`config.mk`:
```
export PLATFORM = sky130hd
export DESIGN_NAME = msic_top
export DESIGN_NICKNAME = d
export VERILOG_FILES = /design/src/hdl/msic_pkg.sv /design/src/hdl/msic_top.sv
export SDC_FILE = /design/constraint.sdc
export NUM_CORES = 1
export LEC_CHECK = 0
export BUFFER_PORTS_ARGS = -buffer_cell sky130_fd_sc_hd__buf_2
export CORE_ASPECT_RATIO = 0.75
export CORE_MARGIN = 1.5
export CORE_UTILIZATION = 45
export CTS_CLUSTER_SIZE = 28
export DETAILED_ROUTE_END_ITERATION = 10
export GPL_ROUTABILITY_DRIVEN = 0
export PLACE_DENSITY = 0.62
export SYNTH_ARGS = -nofsm -noshare
export SYNTH_HDL_FRONTEND = slang
export SYNTH_SLANG_ARGS = --single-unit
export TNS_END_PERCENT = 50
```
`constraint.sdc`:
```
create_clock -name pclk -period 8.75 [get_ports pclk]
set_input_delay 0.4375 -clock pclk [delete_from_list [all_inputs] [get_ports pclk]]
set_output_delay 0.4375 -clock pclk [all_outputs]
set_load 0.01 [all_outputs]
```
`src/hdl/msic_pkg.sv`:
```
// constants and types shared by the motion sensor interrupt controller
package msic_pkg;

	// ----------------------------------------------------------------
	// clock and time base
	// ----------------------------------------------------------------
	localparam int CLK_MHZ        = 250;     // pclk rate in MHz
	localparam int TICK_US        = 250;     // hold timer tick in us
	localparam int TICK_CYC       = TICK_US * CLK_MHZ;
	localparam int ND_QUIET_US    = 50;      // new-data low time in us
	localparam int ND_QUIET_CYC   = ND_QUIET_US * CLK_MHZ;
	localparam int STARTUP_MS     = 2;       // pin undefined after power-up
	localparam int STARTUP_CYC    = STARTUP_MS * 1000 * CLK_MHZ;
	localparam int FIXED_HOLD_US  = 12500;   // own non-latched hold of orient and flat

	// ----------------------------------------------------------------
	// register indices (byte address is four times the index)
	// ----------------------------------------------------------------
	localparam logic [5:0] IDX_STATUS = 6'h09;  // engine status
	localparam logic [5:0] IDX_NDSTAT = 6'h0A;  // new-data status
	localparam logic [5:0] IDX_EN_ENG = 6'h16;  // engine enables
	localparam logic [5:0] IDX_EN_ND  = 6'h17;  // new-data enable
	localparam logic [5:0] IDX_MAP1   = 6'h19;  // map to first pin
	localparam logic [5:0] IDX_MAP_RS = 6'h1A;  // reserved map slot
	localparam logic [5:0] IDX_MAP2   = 6'h1B;  // map to second pin
	localparam logic [5:0] IDX_SRC    = 6'h1E;  // data source select
	localparam logic [5:0] IDX_PINCFG = 6'h20;  // pin level and driver
	localparam logic [5:0] IDX_MODE   = 6'h21;  // mode and latch clear

	// ----------------------------------------------------------------
	// field positions
	// ----------------------------------------------------------------
	localparam int NUM_ENG      = 7;  // engines besides new data
	localparam int ENG_ORIENT   = 5;  // orientation engine index
	localparam int ENG_FLAT     = 6;  // flat engine index
	localparam int BIT_ND       = 7;  // new-data bit in status and maps
	localparam int BIT_ND_EN    = 0;  // new-data enable bit
	localparam int BIT_SRC_DATA = 0;
	localparam int BIT_SRC_TAP  = 1;
	localparam int BIT_SRC_SLP  = 2;
	localparam int BIT_SRC_LOW  = 3;
	localparam int BIT_P1_POL   = 0;
	localparam int BIT_P1_DRV   = 1;
	localparam int BIT_P2_POL   = 2;
	localparam int BIT_P2_DRV   = 3;
	localparam int BIT_RST_INT  = 7;  // write one clears latched status

	// ----------------------------------------------------------------
	// reset values
	// ----------------------------------------------------------------
	localparam logic [3:0] RST_PINCFG = 4'hF;  // active high, push-pull
	localparam logic [3:0] RST_MODE   = 4'h0;  // non-latched

	// common interrupt mode class
	typedef enum logic [1:0] {
		MC_NONLATCH,
		MC_LATCH,
		MC_TEMP
	} msic_mode_type;

endpackage : msic_pkg

```
`src/hdl/msic_top.sv`:
```
// motion sensor interrupt controller with apb register access
`timescale 1ns/100ps

module msic_top
	import msic_pkg::*;
#(
	parameter int TICK_CYCLES    = TICK_CYC,     // cycles per hold tick
	parameter int QUIET_CYCLES   = ND_QUIET_CYC, // new-data low time
	parameter int STARTUP_CYCLES = STARTUP_CYC   // pin release delay
) (
	input  wire logic                pclk,
	input  wire logic                presetn,
	// apb slave
	input  wire logic                psel,
	input  wire logic                penable,
	input  wire logic                pwrite,
	input  wire logic [7:0]          paddr,
	input  wire logic [31:0]         pwdata,
	output logic      [31:0]         prdata,
	output logic                     pready,
	output logic                     pslverr,
	// engine side, same clock
	input  wire logic [NUM_ENG-1:0]  eng_cond,
	input  wire logic                acc_update,
	input  wire logic                z_stored,
	input  wire logic                acq_start,
	// source selects toward the engines
	output logic                     src_data,
	output logic                     src_tap,
	output logic                     src_slope,
	output logic                     src_low,
	// interrupt pins
	output logic                     irq_pin_first,
	output logic                     irq_pin_first_oe,
	output logic                     irq_pin_second,
	output logic                     irq_pin_second_oe
);

	// ----------------------------------------------------------------
	// hold decode
	// ----------------------------------------------------------------

	// mode field to mode class
	function automatic msic_mode_type mode_class(input logic [3:0] m);
		if (m[2:0] == 3'h7) begin
			mode_class = MC_LATCH;
		end else if (m[2:0] == 3'h0) begin
			mode_class = MC_NONLATCH;
		end else begin
			mode_class = MC_TEMP;
		end
	endfunction : mode_class

	// temporary hold in ticks for a mode code
	function automatic logic [15:0] mode_hold(input logic [3:0] m);
		case (m)
			4'h1: mode_hold = 16'(250000 / TICK_US);
			4'h2: mode_hold = 16'(500000 / TICK_US);
			4'h3: mode_hold = 16'(1000000 / TICK_US);
			4'h4: mode_hold = 16'(2000000 / TICK_US);
			4'h5: mode_hold = 16'(4000000 / TICK_US);
			4'h6: mode_hold = 16'(8000000 / TICK_US);
			4'h9: mode_hold = 16'(500 / TICK_US);
			4'hA: mode_hold = 16'(500 / TICK_US);
			4'hB: mode_hold = 16'(1000 / TICK_US);
			4'hC: mode_hold = 16'(12500 / TICK_US);
			4'hD: mode_hold = 16'(25000 / TICK_US);
			4'hE: mode_hold = 16'(50000 / TICK_US);
			default: mode_hold = 16'hFFFF;              // unused code
		endcase
	endfunction : mode_hold

	// ----------------------------------------------------------------
	// register state
	// ----------------------------------------------------------------
	logic [NUM_ENG-1:0] en_eng_q;     // engine enables
	logic               en_nd_q;      // new-data enable
	logic [7:0]         map1_q;       // first pin map
	logic [7:0]         map2_q;       // second pin map
	logic [3:0]         src_q;        // source selects
	logic [3:0]         pincfg_q;     // pin polarity and driver
	logic [3:0]         mode_q;       // common mode
	logic               pready_q;     // apb answer
	logic [31:0]        prdata_q;     // read data
	logic               pslverr_q;    // unmapped address answer

	// ----------------------------------------------------------------
	// apb decode
	// ----------------------------------------------------------------
	wire        acc_phase = psel & penable;
	wire        wr_take   = acc_phase & pwrite & pready_q;
	wire [5:0]  reg_idx   = paddr[7:2];
	wire        aligned   = (paddr[1:0] == 2'b00);
	wire        clr_latch;
	logic [31:0] rd_data;             // read mux
	logic        hit;                 // address maps to a register
	logic [NUM_ENG-1:0] st_vec;       // engine status bits
	logic        nd_st_q;             // new-data status

	// read mux and hit decode
	always_comb begin
		rd_data = 32'h0000_0000;
		hit     = aligned;
		if (reg_idx == IDX_STATUS) begin
			rd_data[NUM_ENG-1:0] = st_vec;
		end else if (reg_idx == IDX_NDSTAT) begin
			rd_data[BIT_ND] = nd_st_q;
		end else if (reg_idx == IDX_EN_ENG) begin
			rd_data[NUM_ENG-1:0] = en_eng_q;
		end else if (reg_idx == IDX_EN_ND) begin
			rd_data[BIT_ND_EN] = en_nd_q;
		end else if (reg_idx == IDX_MAP1) begin
			rd_data[7:0] = map1_q;
		end else if (reg_idx == IDX_MAP_RS) begin
			rd_data = 32'h0000_0000;               // reserved, reads zero
		end else if (reg_idx == IDX_MAP2) begin
			rd_data[7:0] = map2_q;
		end else if (reg_idx == IDX_SRC) begin
			rd_data[3:0] = src_q;
		end else if (reg_idx == IDX_PINCFG) begin
			rd_data[3:0] = pincfg_q;
		end else if (reg_idx == IDX_MODE) begin
			rd_data[3:0] = mode_q;                 // clear bit reads zero
		end else begin
			hit = 1'b0;
		end
	end

	// write strobe for one register index
	function automatic logic wr_hit(input logic [5:0] idx,
		input logic [5:0] sel, input logic take, input logic al);
		wr_hit = take & al & (idx == sel);
	endfunction : wr_hit

	assign clr_latch = wr_hit(reg_idx, IDX_MODE, wr_take, aligned)
		& pwdata[BIT_RST_INT];

	// answer one cycle into the access phase, data from a flip-flop
	always_ff @(posedge pclk or negedge presetn) begin
		if (!presetn) begin
			pready_q  <= 1'b0;
			prdata_q  <= 32'h0000_0000;
			pslverr_q <= 1'b0;
		end else begin
			pready_q  <= acc_phase & ~pready_q;
			prdata_q  <= (acc_phase & ~pwrite & hit) ? rd_data
				: 32'h0000_0000;
			pslverr_q <= acc_phase & ~pready_q & ~hit;
		end
	end

	// configuration registers
	always_ff @(posedge pclk or negedge presetn) begin
		if (!presetn) begin
			en_eng_q <= '0;
			en_nd_q  <= 1'b0;
			map1_q   <= 8'h00;
			map2_q   <= 8'h00;
			src_q    <= 4'h0;
			pincfg_q <= RST_PINCFG;
			mode_q   <= RST_MODE;
		end else begin
			if (wr_hit(reg_idx, IDX_EN_ENG, wr_take, aligned)) begin
				en_eng_q <= pwdata[NUM_ENG-1:0];
			end
			if (wr_hit(reg_idx, IDX_EN_ND, wr_take, aligned)) begin
				en_nd_q <= pwdata[BIT_ND_EN];
			end
			if (wr_hit(reg_idx, IDX_MAP1, wr_take, aligned)) begin
				map1_q <= pwdata[7:0];
			end
			if (wr_hit(reg_idx, IDX_MAP2, wr_take, aligned)) begin
				map2_q <= pwdata[7:0];
			end
			if (wr_hit(reg_idx, IDX_SRC, wr_take, aligned)) begin
				src_q <= pwdata[3:0];
			end
			if (wr_hit(reg_idx, IDX_PINCFG, wr_take, aligned)) begin
				pincfg_q <= pwdata[3:0];
			end
			if (wr_hit(reg_idx, IDX_MODE, wr_take, aligned)) begin
				mode_q <= pwdata[3:0];
			end
		end
	end

	// ----------------------------------------------------------------
	// hold tick divided down from pclk
	// ----------------------------------------------------------------
	logic [31:0] tick_cnt_q;          // cycles within a tick
	wire         tick = (tick_cnt_q == 32'(TICK_CYCLES - 1));

	// free running tick divider
	always_ff @(posedge pclk or negedge presetn) begin
		if (!presetn) begin
			tick_cnt_q <= 32'h0000_0000;
		end else if (tick) begin
			tick_cnt_q <= 32'h0000_0000;
		end else begin
			tick_cnt_q <= tick_cnt_q + 32'h0000_0001;
		end
	end

	// ----------------------------------------------------------------
	// engine status
	// ----------------------------------------------------------------
	msic_mode_type mcls;              // common mode class
	logic [15:0]   hold_sel;          // selected temporary hold
	assign mcls     = mode_class(mode_q);
	assign hold_sel = mode_hold(mode_q);

	// orientation and flat take filtered data only, so no select
	// exists for them: the source outputs cover the other engines
	genvar gi;
	generate
		for (gi = 0; gi < NUM_ENG; gi++) begin : g_eng
			logic        st_q;            // status bit
			logic [15:0] hcnt_q;          // ticks since assertion
			wire fixed = (gi == ENG_ORIENT) || (gi == ENG_FLAT);
			wire [15:0] hold = (fixed && mcls == MC_NONLATCH)
				? 16'(FIXED_HOLD_US / TICK_US) : hold_sel;
			wire expired = (hcnt_q >= hold);
			wire cond    = eng_cond[gi];
			wire set_now = acc_update & cond;
			logic clr;                    // clear request this cycle

			// clear causes by mode; live condition blocks timed clears
			always_comb begin
				clr = 1'b0;
				case (mcls)
					MC_NONLATCH: begin
						if (fixed) begin
							clr = expired & ~cond;
						end else begin
							clr = acc_update & ~cond;
						end
					end
					MC_LATCH: begin
						clr = clr_latch;
					end
					default: begin
						clr = expired & ~cond;
					end
				endcase
			end

			// status and hold counter; set wins over clear
			always_ff @(posedge pclk or negedge presetn) begin
				if (!presetn) begin
					st_q   <= 1'b0;
					hcnt_q <= 16'h0000;
				end else if (!en_eng_q[gi]) begin
					st_q   <= 1'b0;
					hcnt_q <= 16'h0000;
				end else if (set_now) begin
					st_q <= 1'b1;
					if (!st_q) begin
						hcnt_q <= 16'h0000;
					end
				end else if (st_q && clr) begin
					st_q <= 1'b0;
				end else if (st_q && tick && !expired) begin
					hcnt_q <= hcnt_q + 16'h0001;
				end
			end

			assign st_vec[gi] = st_q;
		end
	endgenerate

	// ----------------------------------------------------------------
	// new-data interrupt, always non-latched
	// ----------------------------------------------------------------
	logic [31:0] quiet_q;             // cycles left of forced low time

	// cleared at acquisition start, then held low the quiet time
	always_ff @(posedge pclk or negedge presetn) begin
		if (!presetn) begin
			nd_st_q <= 1'b0;
			quiet_q <= 32'h0000_0000;
		end else if (!en_nd_q) begin
			nd_st_q <= 1'b0;
			quiet_q <= 32'h0000_0000;
		end else if (acq_start) begin
			nd_st_q <= 1'b0;
			quiet_q <= 32'(QUIET_CYCLES);
		end else begin
			if (quiet_q != 32'h0000_0000) begin
				quiet_q <= quiet_q - 32'h0000_0001;
			end else if (z_stored) begin
				nd_st_q <= 1'b1;
			end
		end
	end

	// ----------------------------------------------------------------
	// pin drive
	// ----------------------------------------------------------------
	wire [7:0] all_st = {nd_st_q, st_vec};
	wire lvl1 = |(all_st & map1_q);
	wire lvl2 = |(all_st & map2_q);
	// polarity applied after the OR
	wire pin1 = pincfg_q[BIT_P1_POL] ? lvl1 : ~lvl1;
	wire pin2 = pincfg_q[BIT_P2_POL] ? lvl2 : ~lvl2;
	logic [31:0] start_q;             // power-up pin release count
	wire  started = (start_q == 32'h0000_0000);

	// pins stay undriven during the power-up interval
	always_ff @(posedge pclk or negedge presetn) begin
		if (!presetn) begin
			start_q <= 32'(STARTUP_CYCLES);
		end else if (!started) begin
			start_q <= start_q - 32'h0000_0001;
		end
	end

	// push-pull drives both levels, open-drain only pulls low
	always_ff @(posedge pclk or negedge presetn) begin
		if (!presetn) begin
			irq_pin_first     <= 1'b0;
			irq_pin_first_oe  <= 1'b0;
			irq_pin_second    <= 1'b0;
			irq_pin_second_oe <= 1'b0;
		end else begin
			irq_pin_first  <= pincfg_q[BIT_P1_DRV] & pin1;
			irq_pin_second <= pincfg_q[BIT_P2_DRV] & pin2;
			irq_pin_first_oe  <= started
				& (pincfg_q[BIT_P1_DRV] | ~pin1);
			irq_pin_second_oe <= started
				& (pincfg_q[BIT_P2_DRV] | ~pin2);
		end
	end

	// ----------------------------------------------------------------
	// outputs
	// ----------------------------------------------------------------
	assign prdata    = prdata_q;
	assign pready    = pready_q;
	assign pslverr   = pslverr_q;
	assign src_data  = src_q[BIT_SRC_DATA];
	assign src_tap   = src_q[BIT_SRC_TAP];
	assign src_slope = src_q[BIT_SRC_SLP];
	assign src_low   = src_q[BIT_SRC_LOW];

endmodule : msic_top

```
# After elaboration in Yosys (flattened, before gate mapping)
# Memories as Yosys holds them, arrays and structs flattened.
# Cells that the tools add are included.
[totals]
in_bits = 55
rom_bits = 256
n_memories = 1
elab_cells = 297
output_inout_bits = 42
regBits = 290
[mem_list]
columns = ["name", "depth", "width", "read_ports", "rd_clocked_by_memory_dff", "write_ports", "line_no", "text"]
rows = [
  ["(no name shown)", 16, 16, 1, 0, 0, "msic_top.sv:56", "case (m)"],
]
[classes]
eq_ne = 44
n_reduce_logical = 43
order_cmp = 7
n_bitwise = 57
n_addsub = 10
mux = 103
[op_table]
columns = ["op", "n"]
rows = [
  ["$mux W16", 36],
  ["$mux W32", 5],
  ["$add A16 B1 Y16 const B", 7],
  ["$ge A16 B16 Y1", 7],
  ["$sub A32 B1 Y32 const B", 2],
  ["$ne A3 B3 Y1 const B", 16],
  ["$mux W1", 42],
  ["$ne A3 B1 Y1 const B", 14],
  ["$and A1 B1 Y1", 39],
  ["$eq A6 B5 Y1 const B", 6],
  ["$add A32 B1 Y32 const B", 1],
  ["$eq A32 B16 Y1 const B", 1],
  ["$logic_not A32 Y1", 1],
  ["$reduce_bool A32 Y1", 1],
  ["$mux W7", 4],
  ["$mux W25", 1],
  ["$mux W24", 1],
  ["$logic_and A1 B1 Y1", 21],
  ["$reduce_and A3 Y1", 7],
  ["$mux W4", 5],
  ["$and A8 B8 Y8", 2],
  ["$mux W8", 2],
  ["$reduce_or A8 Y1", 2],
  ["$not A1 Y1", 14],
  ["12 further kinds", 27],
]

# Depth between registers and ports, before layout
# Gate-level depths: netlist (run 1).
[depth]
word_depth = 13
ltp_mapped = 17
ltp_nobuf = 15

# Worst setup path before layout (run 1)
# OpenSTA, ideal clock, no wires.
[synth_timing]
path_type = "register to register"
startpoint = "register mode_q[1]"
endpoint = "register g_eng[6].hcnt_q[8]"
synth_period_minus_slack_ps = 4311
n_path_buf = 2
t_arrival_ps = 4231
path_stages_with_launch = 17
setup_ps = 79
setup_slack_ps = 4439
required_ps = 8671
path_cell_list = "dfrtp_1 -> inv_1 -> ha_1 -> clkbuf_1 -> mux2i_1 -> clkbuf_1 -> nand2_1 -> o31ai_1 -> nand2b_1 -> ha_1 -> and4_1 -> a221o_1 -> nor2_1 -> o21ai_0 -> a2111o_1 -> or3_1 -> a21oi_1"
[synth_via]
elab_chain_cells = 11
elab_cells_between_ends = 17
cone_classes = "1 x order compare; 4 x eq/ne; 4 x mux; 1 x bitwise; 6 x reduce/logical; 1 x memory"
[synth_rtl]
columns = ["item", "line_no", "text"]
rows = [
  ["from (decl)", "msic_top.sv:82", "logic [3:0] mode_q;"],
  ["from (signal assigned)", "msic_top.sv:182", "mode_q <= pwdata[3:0];"],
  ["parallel branches: the longest is 10 deep, another holds $mem_v2 Z16 W16", "n/a", ""],
  ["$reduce_and A3 Y1 (no source line) (*)", "n/a", ""],
  ["to (signal assigned)", "msic_top.sv:263", "hcnt_q <= hcnt_q + 16'h0001;"],
  ["to (decl)", "msic_top.sv:218", "logic [15:0] hcnt_q;"],
]
# Mark *: on every way between the ends.
# A chain may end at the register's enable or synchronous reset.

# Final worst setup path (run 1)
[layout_timing]
startpoint = "register mode_q[2]"
endpoint = "register g_eng[0].hcnt_q[15]"
[layout_via]
elab_chain_cells = 8
elab_cells_between_ends = 16
cone_classes = "1 x order compare; 4 x eq/ne; 3 x mux; 1 x bitwise; 6 x reduce/logical; 1 x memory"
[layout_rtl]
columns = ["item", "line_no"]
rows = [
  ["parallel branches: the longest is 7 deep, another holds $mem_v2 Z16 W16", "n/a"],
  ["$reduce_and A3 Y1 (no source line) (*)", "n/a"],
  ["to (signal assigned)", "msic_top.sv:263"],
  ["to (decl)", "msic_top.sv:218"],
]
# Marked as above.

==> results of run 1 <==
==> layout by cell type, fill, tap and decap left out, types with 46 or more instances in the layout <==
cell type    n
inv_1       46
ha_1       114
nor2_1     163
nand4_1     48
xor2_1      48
o21ai_0    105
buf_2       47
xnor2_1     65
dfrtp_1    255
a21oi_1     68
and3_1      55
nand3_1     89
nand2_1    165
==> worst max-delay path, stage by stage, from the launching register on <==
cell	delay, ns
dfrtp_1	0.80
inv_1	0.34
nor2_1	0.63
clkinv_1	0.58
a21o_1	0.45
ha_1	0.25
a21o_1	0.18
a21o_1	0.17
a21oi_1	0.12
and3b_1	0.18
a221oi_1	0.84
buf_4	0.33
nand4_1	0.16
xnor2_1	0.19
and2_1	0.16
==> per-stage QoR <==
stage	utilization, %	area [µm²]
finish	50.9	18400
global route	50.9	18400
CTS	50.9	18400
detailed placement	48.1	17400
global placement	48.1	17400
floorplan	-	16800
==> path summary, 6_finish.rpt <==
kind                            startpoint                   to  slack (ns)
worst max-delay path             mode_q[2]  g_eng[0].hcnt_q[15]        3.23
worst min-delay path              z_stored              nd_st_q        0.09
worst max register to register   mode_q[2]  g_eng[0].hcnt_q[15]        3.23
worst min register to register  start_q[7]           start_q[7]        0.47
max in group asynchronous          presetn       tick_cnt_q[29]        6.85
min in group asynchronous          presetn          quiet_q[28]        0.54
==> metal layers <==
| layer | vias to the layer above | routed length [µm] | track usage (%) |
|---|---|---|---|
| met3 | 79 | 2730 | 4.25 |
| met4 | 2 | 1130 | 6.07 |
| li1 | 6651 | - | - |
| met5 | - | 14 | 0 |
| met2 | 393 | 18700 | 34.1 |
| met1 | 6684 | 21000 | 33.6 |
==> cell type report <==
type / instances / area [µm²] / share of cell area [%]
Timing Repair Buffer: 61 / 363 / 1.97
Tap cell: 496 / 621 / 3.37
Antenna cell: 3 / 7.51 / 0.0407
Sequential cell: 266 / 6670 / 36.2
Multi-Input combinational cell: 1435 / 9560 / 51.9
Clock inverter: 19 / 278 / 1.51
Inverter: 48 / 180 / 0.978
Clock buffer: 33 / 739 / 4.01
==> timing repair <==
item                                   in CTS  in global routing
endpoints found under the hold margin       1                  0
setup buffers                               0                  0
hold buffers                                1                  0
==> power breakdown <==
part / internal, mW / total, mW / switching, mW
clock: 0.785 / 1.33 / 0.548
sequential: 1.23 / 1.23 / 0.00204
combinational: 0.0243 / 0.0969 / 0.0725
==> logic make-up after synthesis <==
group                      Yosys count  share of synthesized area, %
other                                1                        0.0225
muxes                               53                          3.69
adders and majority gates          114                          8.54
and+or+nand+nor                    759                          23.4
buffers and inverters              125                          3.42
AOI/OAI and AO/OA                  372                          15.0
DFF                                266                          39.9
xor gates and xnor gates           113                          5.93
==> cells in the mapped netlist, types with 29 or more instances <==
cell / instances
nor2_1: 163
nor4_1: 39
dfrtp_1: 255
ha_1: 114
o21ai_0: 105
mux2_2: 39
nand2b_1: 29
and3_1: 55
nor3_1: 40
clkbuf_1: 44
xnor2_1: 65
a21oi_1: 68
nand2_1: 165
nand3_1: 89
inv_1: 46
nand4_1: 48
xor2_1: 48
==> flip-flops by register name (all words and copies together) (netlist names), 7 cells and up <==
register,count
g_eng.st_q,7
g_eng.hcnt_q,112
prdata,8
start_q,32
en_eng_q,7
map1_q,8
tick_cnt_q,32
map2_q,8
quiet_q,32
==> results.yml, run 1 <==
place:
  port_buffers: 48
  dp_cells: 2305
  hpwl_um: 30900
  preCtsSetupSlack_ns: 3.45
clocking:
  clockRootBuffer: "clkbuf_16"
  numCtsBuffers: 28
  cts_sinks: 266
  cts.clk_slew.worst_paths_ns: 0.07
  cts_tree: "built"
  h-tree-depth: 1
  clock_latency_ns: 0.58
  cts_resized: 0
  clk_path_buf_depth: 3
floorplanning:
  rows: 60
  die_area_um2: 38300
  core_area_um2: 36200
  die_h_um: 170
  start_util_pct: 46.2
  chipWidth_um: 225
  io_pins: 97
finish:
  area_growth_pct: 10.3
  drive_above_1_share_pct: 10.7
  final_cells: 2361
  fillers: 3380
  nets: 2009
sta:
  tns_ns: 0
  grt_setup_unrepaired: "false"
  final-max-slew-violation-count: 0
  clock.fmax_mhz: 181
  fin_crit_sh_pct: 63.1
  min_period_ns: 5.52
  hold_viol_final: 0
  setup_viol: 0
  fin_ws_ns: 3.23
  worst_slew_margin_rel_pct: 11.3
  holdWs_ns: 0.0867
  tightest_slew_ns: 1.33
  skew_ns: 0.00870
route:
  wirelength_um: 43500
  ant_nets: 0
  first_pass_iters: 6
  detail_route.wl_per_cell_um: 18.4
  first_iter_violations: 1310
  post-route-drc-count: 0
  vias: 13809
  vias_per_cell: 5.85
power:
  power_mw: 2.66
  p_per_area_nw_per_um2: 145
  p_leak_nw: 8.81
  peakVddDrop_v: 0.000224
yosys:
  syn_area_um2: 16700
  async_flop_share_pct: 100
  ys.warnings.count: 0
  synthFlopType: "dfrtp_1"
  ys_seq_area_share_pct: 39.9
  ys_seq_elements: 266
  ys_types: 87
  ys_top_cells_by_area: "dfrtp_1 (38%), ha_1 (8.5%), nand2_1 (3.7%)"
  synth_cells: 1803
  synth_area_leader_cell: "dfrtp_1"
  synth_edf_count: 0
  synth_area_per_cell_um2: 9.26
  synth_top_cell_area_share_pct: 38.2
critical_path:
  end_kind: "flop"
  crit_type: "reg -> reg"
  cp.required_ns: 9.22
  reg2regPathDepth: 14
  worst_setup_path_start_kind: "flop"
  cp_max_fo: 22
  crit_arrival_ns: 5.99
grt:
  antenna_found_initial: 4
  grt.total_usage_pct: 22.8
  grt_max_degree: 153
  grt_pass1_vias: 13079
  grt_pass1_wl_um: 70000
  grt-ovfl-total: 0
status:
  run_status: "complete, no violations"
hold_path:
  min_path_cells: 2
  hp-class: "in -> reg"
job:
  cap_violations: 0
Note: power is estimated with default switching activity, not from simulation.
==> inputs of run 2 (changes only) <==
Clock period 8.75 ns to 5.75 ns, I/O delays scaled along.
==> run 2 against run 1 <==
Against the previous run:
- clock skew rose by 0.023 ns
- sequential cell count unchanged
- first-iteration DRC count decreased by 14%
- utilization increased by 0.58 points
- critical path type unchanged
==> results.yml, run 2 (synthesis results as in run 1) <==
critical_path:
  critPathMostFrequentCell: "nand2_1"
  cp.required_ns: 6.21
  crit_arrival_ns: 5.27
  max_stage_delay_ns: 0.63
  worst_setup_path_start_kind: "flop"
  end_kind: "flop"
  crit_type: "reg -> reg"
  cp_cell_sequence: "inv_1 > ha_1 > mux2i_1 > buf_4 > nand2_1 > nand2_1 > ha_1 > nand2_1 > nor3_1 > nand4_1 > o311ai_1 > a211o_1 > or2_1 > nand2b_1 > o21ai_1"
  cp_max_fo: 15
  slowest_stage: "o311ai_1"
power:
  internal_power_mw: 3.20
  power_switching_uw: 964
  swShare_pct: 23.2
  peakVddDrop_v: 0.000244
  pwr-share-seq_pct: 45.1
  p_leak_nw: 8.93
  clockPowerShare_pct: 51.3
  p_per_area_nw_per_um2: 224
  combPwrFrac_pct: 3.6
place:
  preCtsSetupSlack_ns: 1.15
  port_buffers: 48
  postPlaceCellArea_um2: 17400
  hpwl_um: 30900
clocking:
  numCtsBuffers: 30
  cts_sinks: 266
  h-tree-depth: 1
  hold_buffers: 8
  post-cts-setup-buffer-count: 0
  clock_latency_ns: 0.60
  clockRootBuffer: "clkbuf_16"
  cts.clk_slew.worst_paths_ns: 0.07
  cts_resized: 0
  cts_tree: "built"
  clk_path_buf_depth: 3
finish:
  area_growth_pct: 11.6
  final_cell_area_um2: 18600
  mostFrequentLayoutCells: "dfrtp_1 (255), nand2_1 (165), nor2_1 (163)"
  multi_input_comb_area_um2: 9550
  fillers: 3357
  largest_reg_flops: 112
  drive_above_1_share_pct: 11.2
  nets: 2027
  regArea_um2: 6670
  largest-register: "g_eng.hcnt_q"
  final_common_cell: "dfrtp_1"
sta:
  worst_slew_margin_rel_pct: 29.1
  clock.fmax_mhz: 208
  tightest_slew_ns: 1.05
  final-max-slew-violation-count: 0
  skew_ns: 0.0316
  grt_setup_unrepaired: "false"
  setup_viol: 0
  min_period_ns: 4.81
  tns_ns: 0
  fin_crit_sh_pct: 83.7
  hold_viol_final: 0
  fin_ws_ns: 0.938
grt:
  antenna_found_initial: 5
  grt_pass1_vias: 13070
  grt-ovfl-total: 0
  grt.total_usage_pct: 22.9
  grt_pass1_wl_um: 70400
  grt_max_degree: 171
hold_path:
  hp-class: "in -> reg"
route:
  ant_nets: 0
  first_pass_iters: 6
  post-route-drc-count: 0
  vias: 13867
  wirelength_um: 43200
  first_iter_violations: 1132
  vias_per_cell: 5.82
  detail_route.wl_per_cell_um: 18.2
job:
  cap_violations: 0
floorplanning:
  die_area_um2: 38300
  core_area_um2: 36200
  start_util_pct: 46.2
  io_pins: 97
  die_h_um: 170
  chipWidth_um: 225
  rows: 60
status:
  run_status: "complete, no violations"
## run 2: cell types whose count changed in the layout (fill, tap and decap cells not counted)
cell	change
a221oi_1	+1
clkbuf_8	+2
o31ai_1	+1
inv_6	+1
clkbuf_1	-1
nor4_2	-1
clkinvlp_4	-1
clkbuf_16	+2
clkinv_8	+1
o31ai_2	-1
buf_4	+9
a221oi_2	-1
dlygate4sd3_1	+7
nor4_1	+1
## run 2: cell type report
| class | count | share of cell area [%] |
|---|---|---|
| well taps | 496 | 3.33 |
| multi-input cells | 1435 | 51.2 |
| flip-flops and latches | 266 | 35.8 |
| diodes | 3 | 0.0403 |
| clock inverters | 20 | 1.58 |
| clock buffers | 36 | 4.36 |
| repair buffers | 77 | 2.69 |
| inverters | 48 | 0.967 |
## run 2: path summary, 6_finish.rpt
| kind | start | to | slack [ns] | cells after the start |
|---|---|---|---|---|
| min in group asynchronous | presetn | quiet_q[20] | 0.31 | 2 |
| worst min register to register | start_q[7] | start_q[7] | 0.47 | 1 |
| max in group asynchronous | presetn | mode_q[0] | 4.04 | 3 |
| worst max register to register | mode_q[1] | g_eng[3].hcnt_q[13] | 0.94 | 15 |
| worst max-delay path | mode_q[1] | g_eng[3].hcnt_q[13] | 0.94 | 15 |
| worst min-delay path | pwdata[1] | mode_q[1] | 0.02 | 3 |
## run 2: power groups by stage
stage                     Combinational [mW]  Clock (mW)  Sequential [mW]
final                                  0.152        2.14             1.88
after global routing                   0.171        2.25             1.88
after CTS                              0.154        2.18             1.88
after detailed placement               0.148           0             1.91
after global placement                 0.146           0             1.91
after floorplan                       0.0765           0             1.91
## run 2: per-layer routing
layer / part of all wire (%) / track usage, %
met5: 0.060 / 0
met3: 6.9 / 4.82
met2: 42 / 33.9
met4: 2.4 / 6.27
met1: 48 / 33.7
## run 2: metrics by stage
stage	power (mW)	utilization [%]	hold slack [ns]	cells
after global placement	2.06	48.2	0.384	2314
after global routing	4.30	51.5	0.0172	2381
after floorplan	1.99	-	-0.00809	1826
final	4.17	51.5	0.0208	2381
after CTS	4.21	51.5	0.00368	2378
after detailed placement	2.06	48.2	0.377	2314
## run 2: critical path: cells and delay by family (launching register included)
| kind | cells | cell delay [ns] |
|---|---|---|
| AND/OR/NAND/NOR | 7 | 1.71 |
| AO/OA/AOI/OAI | 3 | 0.97 |
| adder cells (fa/ha/maj) | 2 | 0.84 |
| buffers and inverters | 2 | 0.52 |
| flip-flops | 1 | 0.48 |
| multiplexers | 1 | 0.12 |
==> inputs of run 3 (changes only) <==
Settings changed: PLACE_DENSITY 0.62 to 0.64.
Clock period 5.75 ns to 4.35 ns, I/O delays scaled along.
==> run 3 against run 2 <==
Against the previous run:
- setup slack worse by 0.69 ns
- highest routed layer unchanged
- largest cell class unchanged
- critical path type unchanged
- critical endpoint is now g_eng[3].hcnt_q[12]
- clock skew down 0.0081 ns
- non-clock buffer count up 27
==> results.yml, run 3 (synthesis results as in run 1) <==
route:
  ant_nets: 0
  first_iter_violations: 1182
  wl_met2_um: 19200
  wirelength_um: 43900
  route.layer.met1.wl_um: 20900
  vias_per_cell: 5.83
  vias: 14019
  route.met3.wl_um: 3280
  post-route-drc-count: 0
  detail_route.wl_per_cell_um: 18.3
  first_pass_iters: 8
  highest_layer: "met5"
hold_path:
  min_to: "quiet_q[13]"
  hp-class: "in -> reg"
  min_from: "acq_start"
  min_path_cells: 4
critical_path:
  worst_setup_path_start_kind: "flop"
  crit_arrival_ns: 4.57
  critPathMostFrequentCell: "buf_4"
  cp.buffers_inverters: 3
  rr_endpoint: "g_eng[3].hcnt_q[12]"
  cp_cell_sequence: "inv_1 > ha_2 > mux2_2 > nor2_1 > a21oi_1 > buf_4 > ha_1 > and3_1 > a221o_1 > nand2_1 > o311ai_1 > a211o_1 > or2_1 > buf_4 > o31ai_1"
  reg2regPathDepth: 15
  max_stage_delay_ns: 0.47
  reg2reg_from: "mode_q[1]"
  cp.required_ns: 4.81
  end_kind: "flop"
  slowest_stage: "dfrtp_1"
  crit_type: "reg -> reg"
  cp_max_fo: 12
  rrSetupSlack_ns: 0.24
  critical_path.top_delay_family: "compound AO/OA/AOI/OAI gates"
place:
  postPlaceCellArea_um2: 17600
  dp_cells: 2337
  preCtsSetupSlack_ns: 0.194
  hpwl_um: 32000
  port_buffers: 48
floorplanning:
  die_area_um2: 38300
  die_h_um: 170
  start_util_pct: 46.2
  core_area_um2: 36200
  io_pins: 97
  rows: 60
  chipWidth_um: 225
sta:
  hold_viol_final: 0
  holdWs_ns: 0.0314
  setup_viol: 0
  grt_setup_unrepaired: "false"
  tns_ns: 0
  final-max-slew-violation-count: 0
  min_period_ns: 4.11
  fin_crit_sh_pct: 94.4
  fin_ws_ns: 0.243
  skew_ns: 0.0235
  tightest_slew_ns: 1.04
  worst_slew_margin_rel_pct: 30.2
  clock.fmax_mhz: 243
clocking:
  clock_latency_ns: 0.57
  cts_tree: "built"
  clockRootBuffer: "clkbuf_16"
  cts_sinks: 266
  clk_path_buf_depth: 3
  post-cts-setup-buffer-count: 0
  h-tree-depth: 1
  cts.clk_slew.worst_paths_ns: 0.07
  numCtsBuffers: 28
grt:
  grt_pass1_wl_um: 72000
  grt-ovfl-total: 0
  antenna_found_initial: 4
  grt.total_usage_pct: 23.3
  grt_pass1_vias: 13392
  grt_max_degree: 112
finish:
  utilization_pct: 51.7
  final_cell_area_um2: 18700
  largest-register: "g_eng.hcnt_q"
  largest_reg_flops: 112
  fillers: 3417
  final_cells: 2404
  area_growth_pct: 12.1
  final_common_cell: "dfrtp_1"
  mostFrequentLayoutCells: "dfrtp_1 (255), nand2_1 (164), nor2_1 (163)"
  drive_above_1_share_pct: 12.3
  nets: 2052
power:
  p_per_area_nw_per_um2: 277
  peakVddDrop_v: 0.000277
  power_mw: 5.19
  p_leak_nw: 9.00
status:
  run_status: "complete, no violations"
job:
  cap_violations: 0
[run 3: cell count changes in the layout (fill, tap and decap cells not counted), moves of 2 or more]
cell,change
buf_4,+23
bufinv_16,-4
clkinv_4,+4
dlygate4sd3_1,+4
clkbuf_1,-2
clkbuf_16,-2
o21ai_0,-2
o21ai_1,+2
[run 3: worst max-delay path by stage]
stage / from / end / slack [ns] / depth (start not counted)
after floorplan: mode_q[1] / g_eng[6].hcnt_q[8] / 0.04 / 16
after CTS: mode_q[0] / g_eng[2].hcnt_q[12] / 0.18 / 15
after detailed placement: mode_q[2] / g_eng[2].hcnt_q[12] / 0.19 / 11
after global placement: mode_q[0] / g_eng[2].hcnt_q[12] / 0.31 / 15
after global routing: mode_q[0] / g_eng[6].hcnt_q[8] / 0.01 / 14
final: mode_q[1] / g_eng[3].hcnt_q[12] / 0.24 / 15
[run 3: tightest hold or removal path: stages]
cell     delay (ns)
buf_2          0.09
nor2_1         0.04
nor2_1         0.08
o211a_1        0.14
[run 3: report_power, final]
| part | internal [mW] | leakage [nW] | total (mW) | switching [mW] |
|---|---|---|---|---|
| registers | 2.48 | 3.64 | 2.48 | 0.00371 |
| clock network | 1.40 | 0.464 | 2.50 | 1.10 |
| logic | 0.0603 | 4.89 | 0.208 | 0.148 |
[run 3: routing by layer]
| metal | up-vias | track usage (%) |
|---|---|---|
| li1 | 6751 | - |
| met1 | 6871 | 34.1 |
| met2 | 347 | 35.1 |
| met3 | 48 | 5.51 |
| met4 | 2 | 4.49 |
| met5 | - | 0 |
[run 3: area by class of cell]
type	count	area [µm²]	share of cell area, %
Antenna cell	3	7.51	0.0401
Clock buffer	33	769	4.11
Clock inverter	19	198	1.06
Inverter	48	180	0.962
Multi-Input combinational cell	1435	9560	51.1
Sequential cell	266	6670	35.6
Tap cell	496	621	3.31
Timing Repair Buffer	104	713	3.81
[run 3: what timing repair did]
item | in CTS | in global routing
endpoints found under the hold margin | 125 | 0
hold buffers | 12 | 0
resized for setup | 0 | 5
setup endpoints to repair | 0 | 37
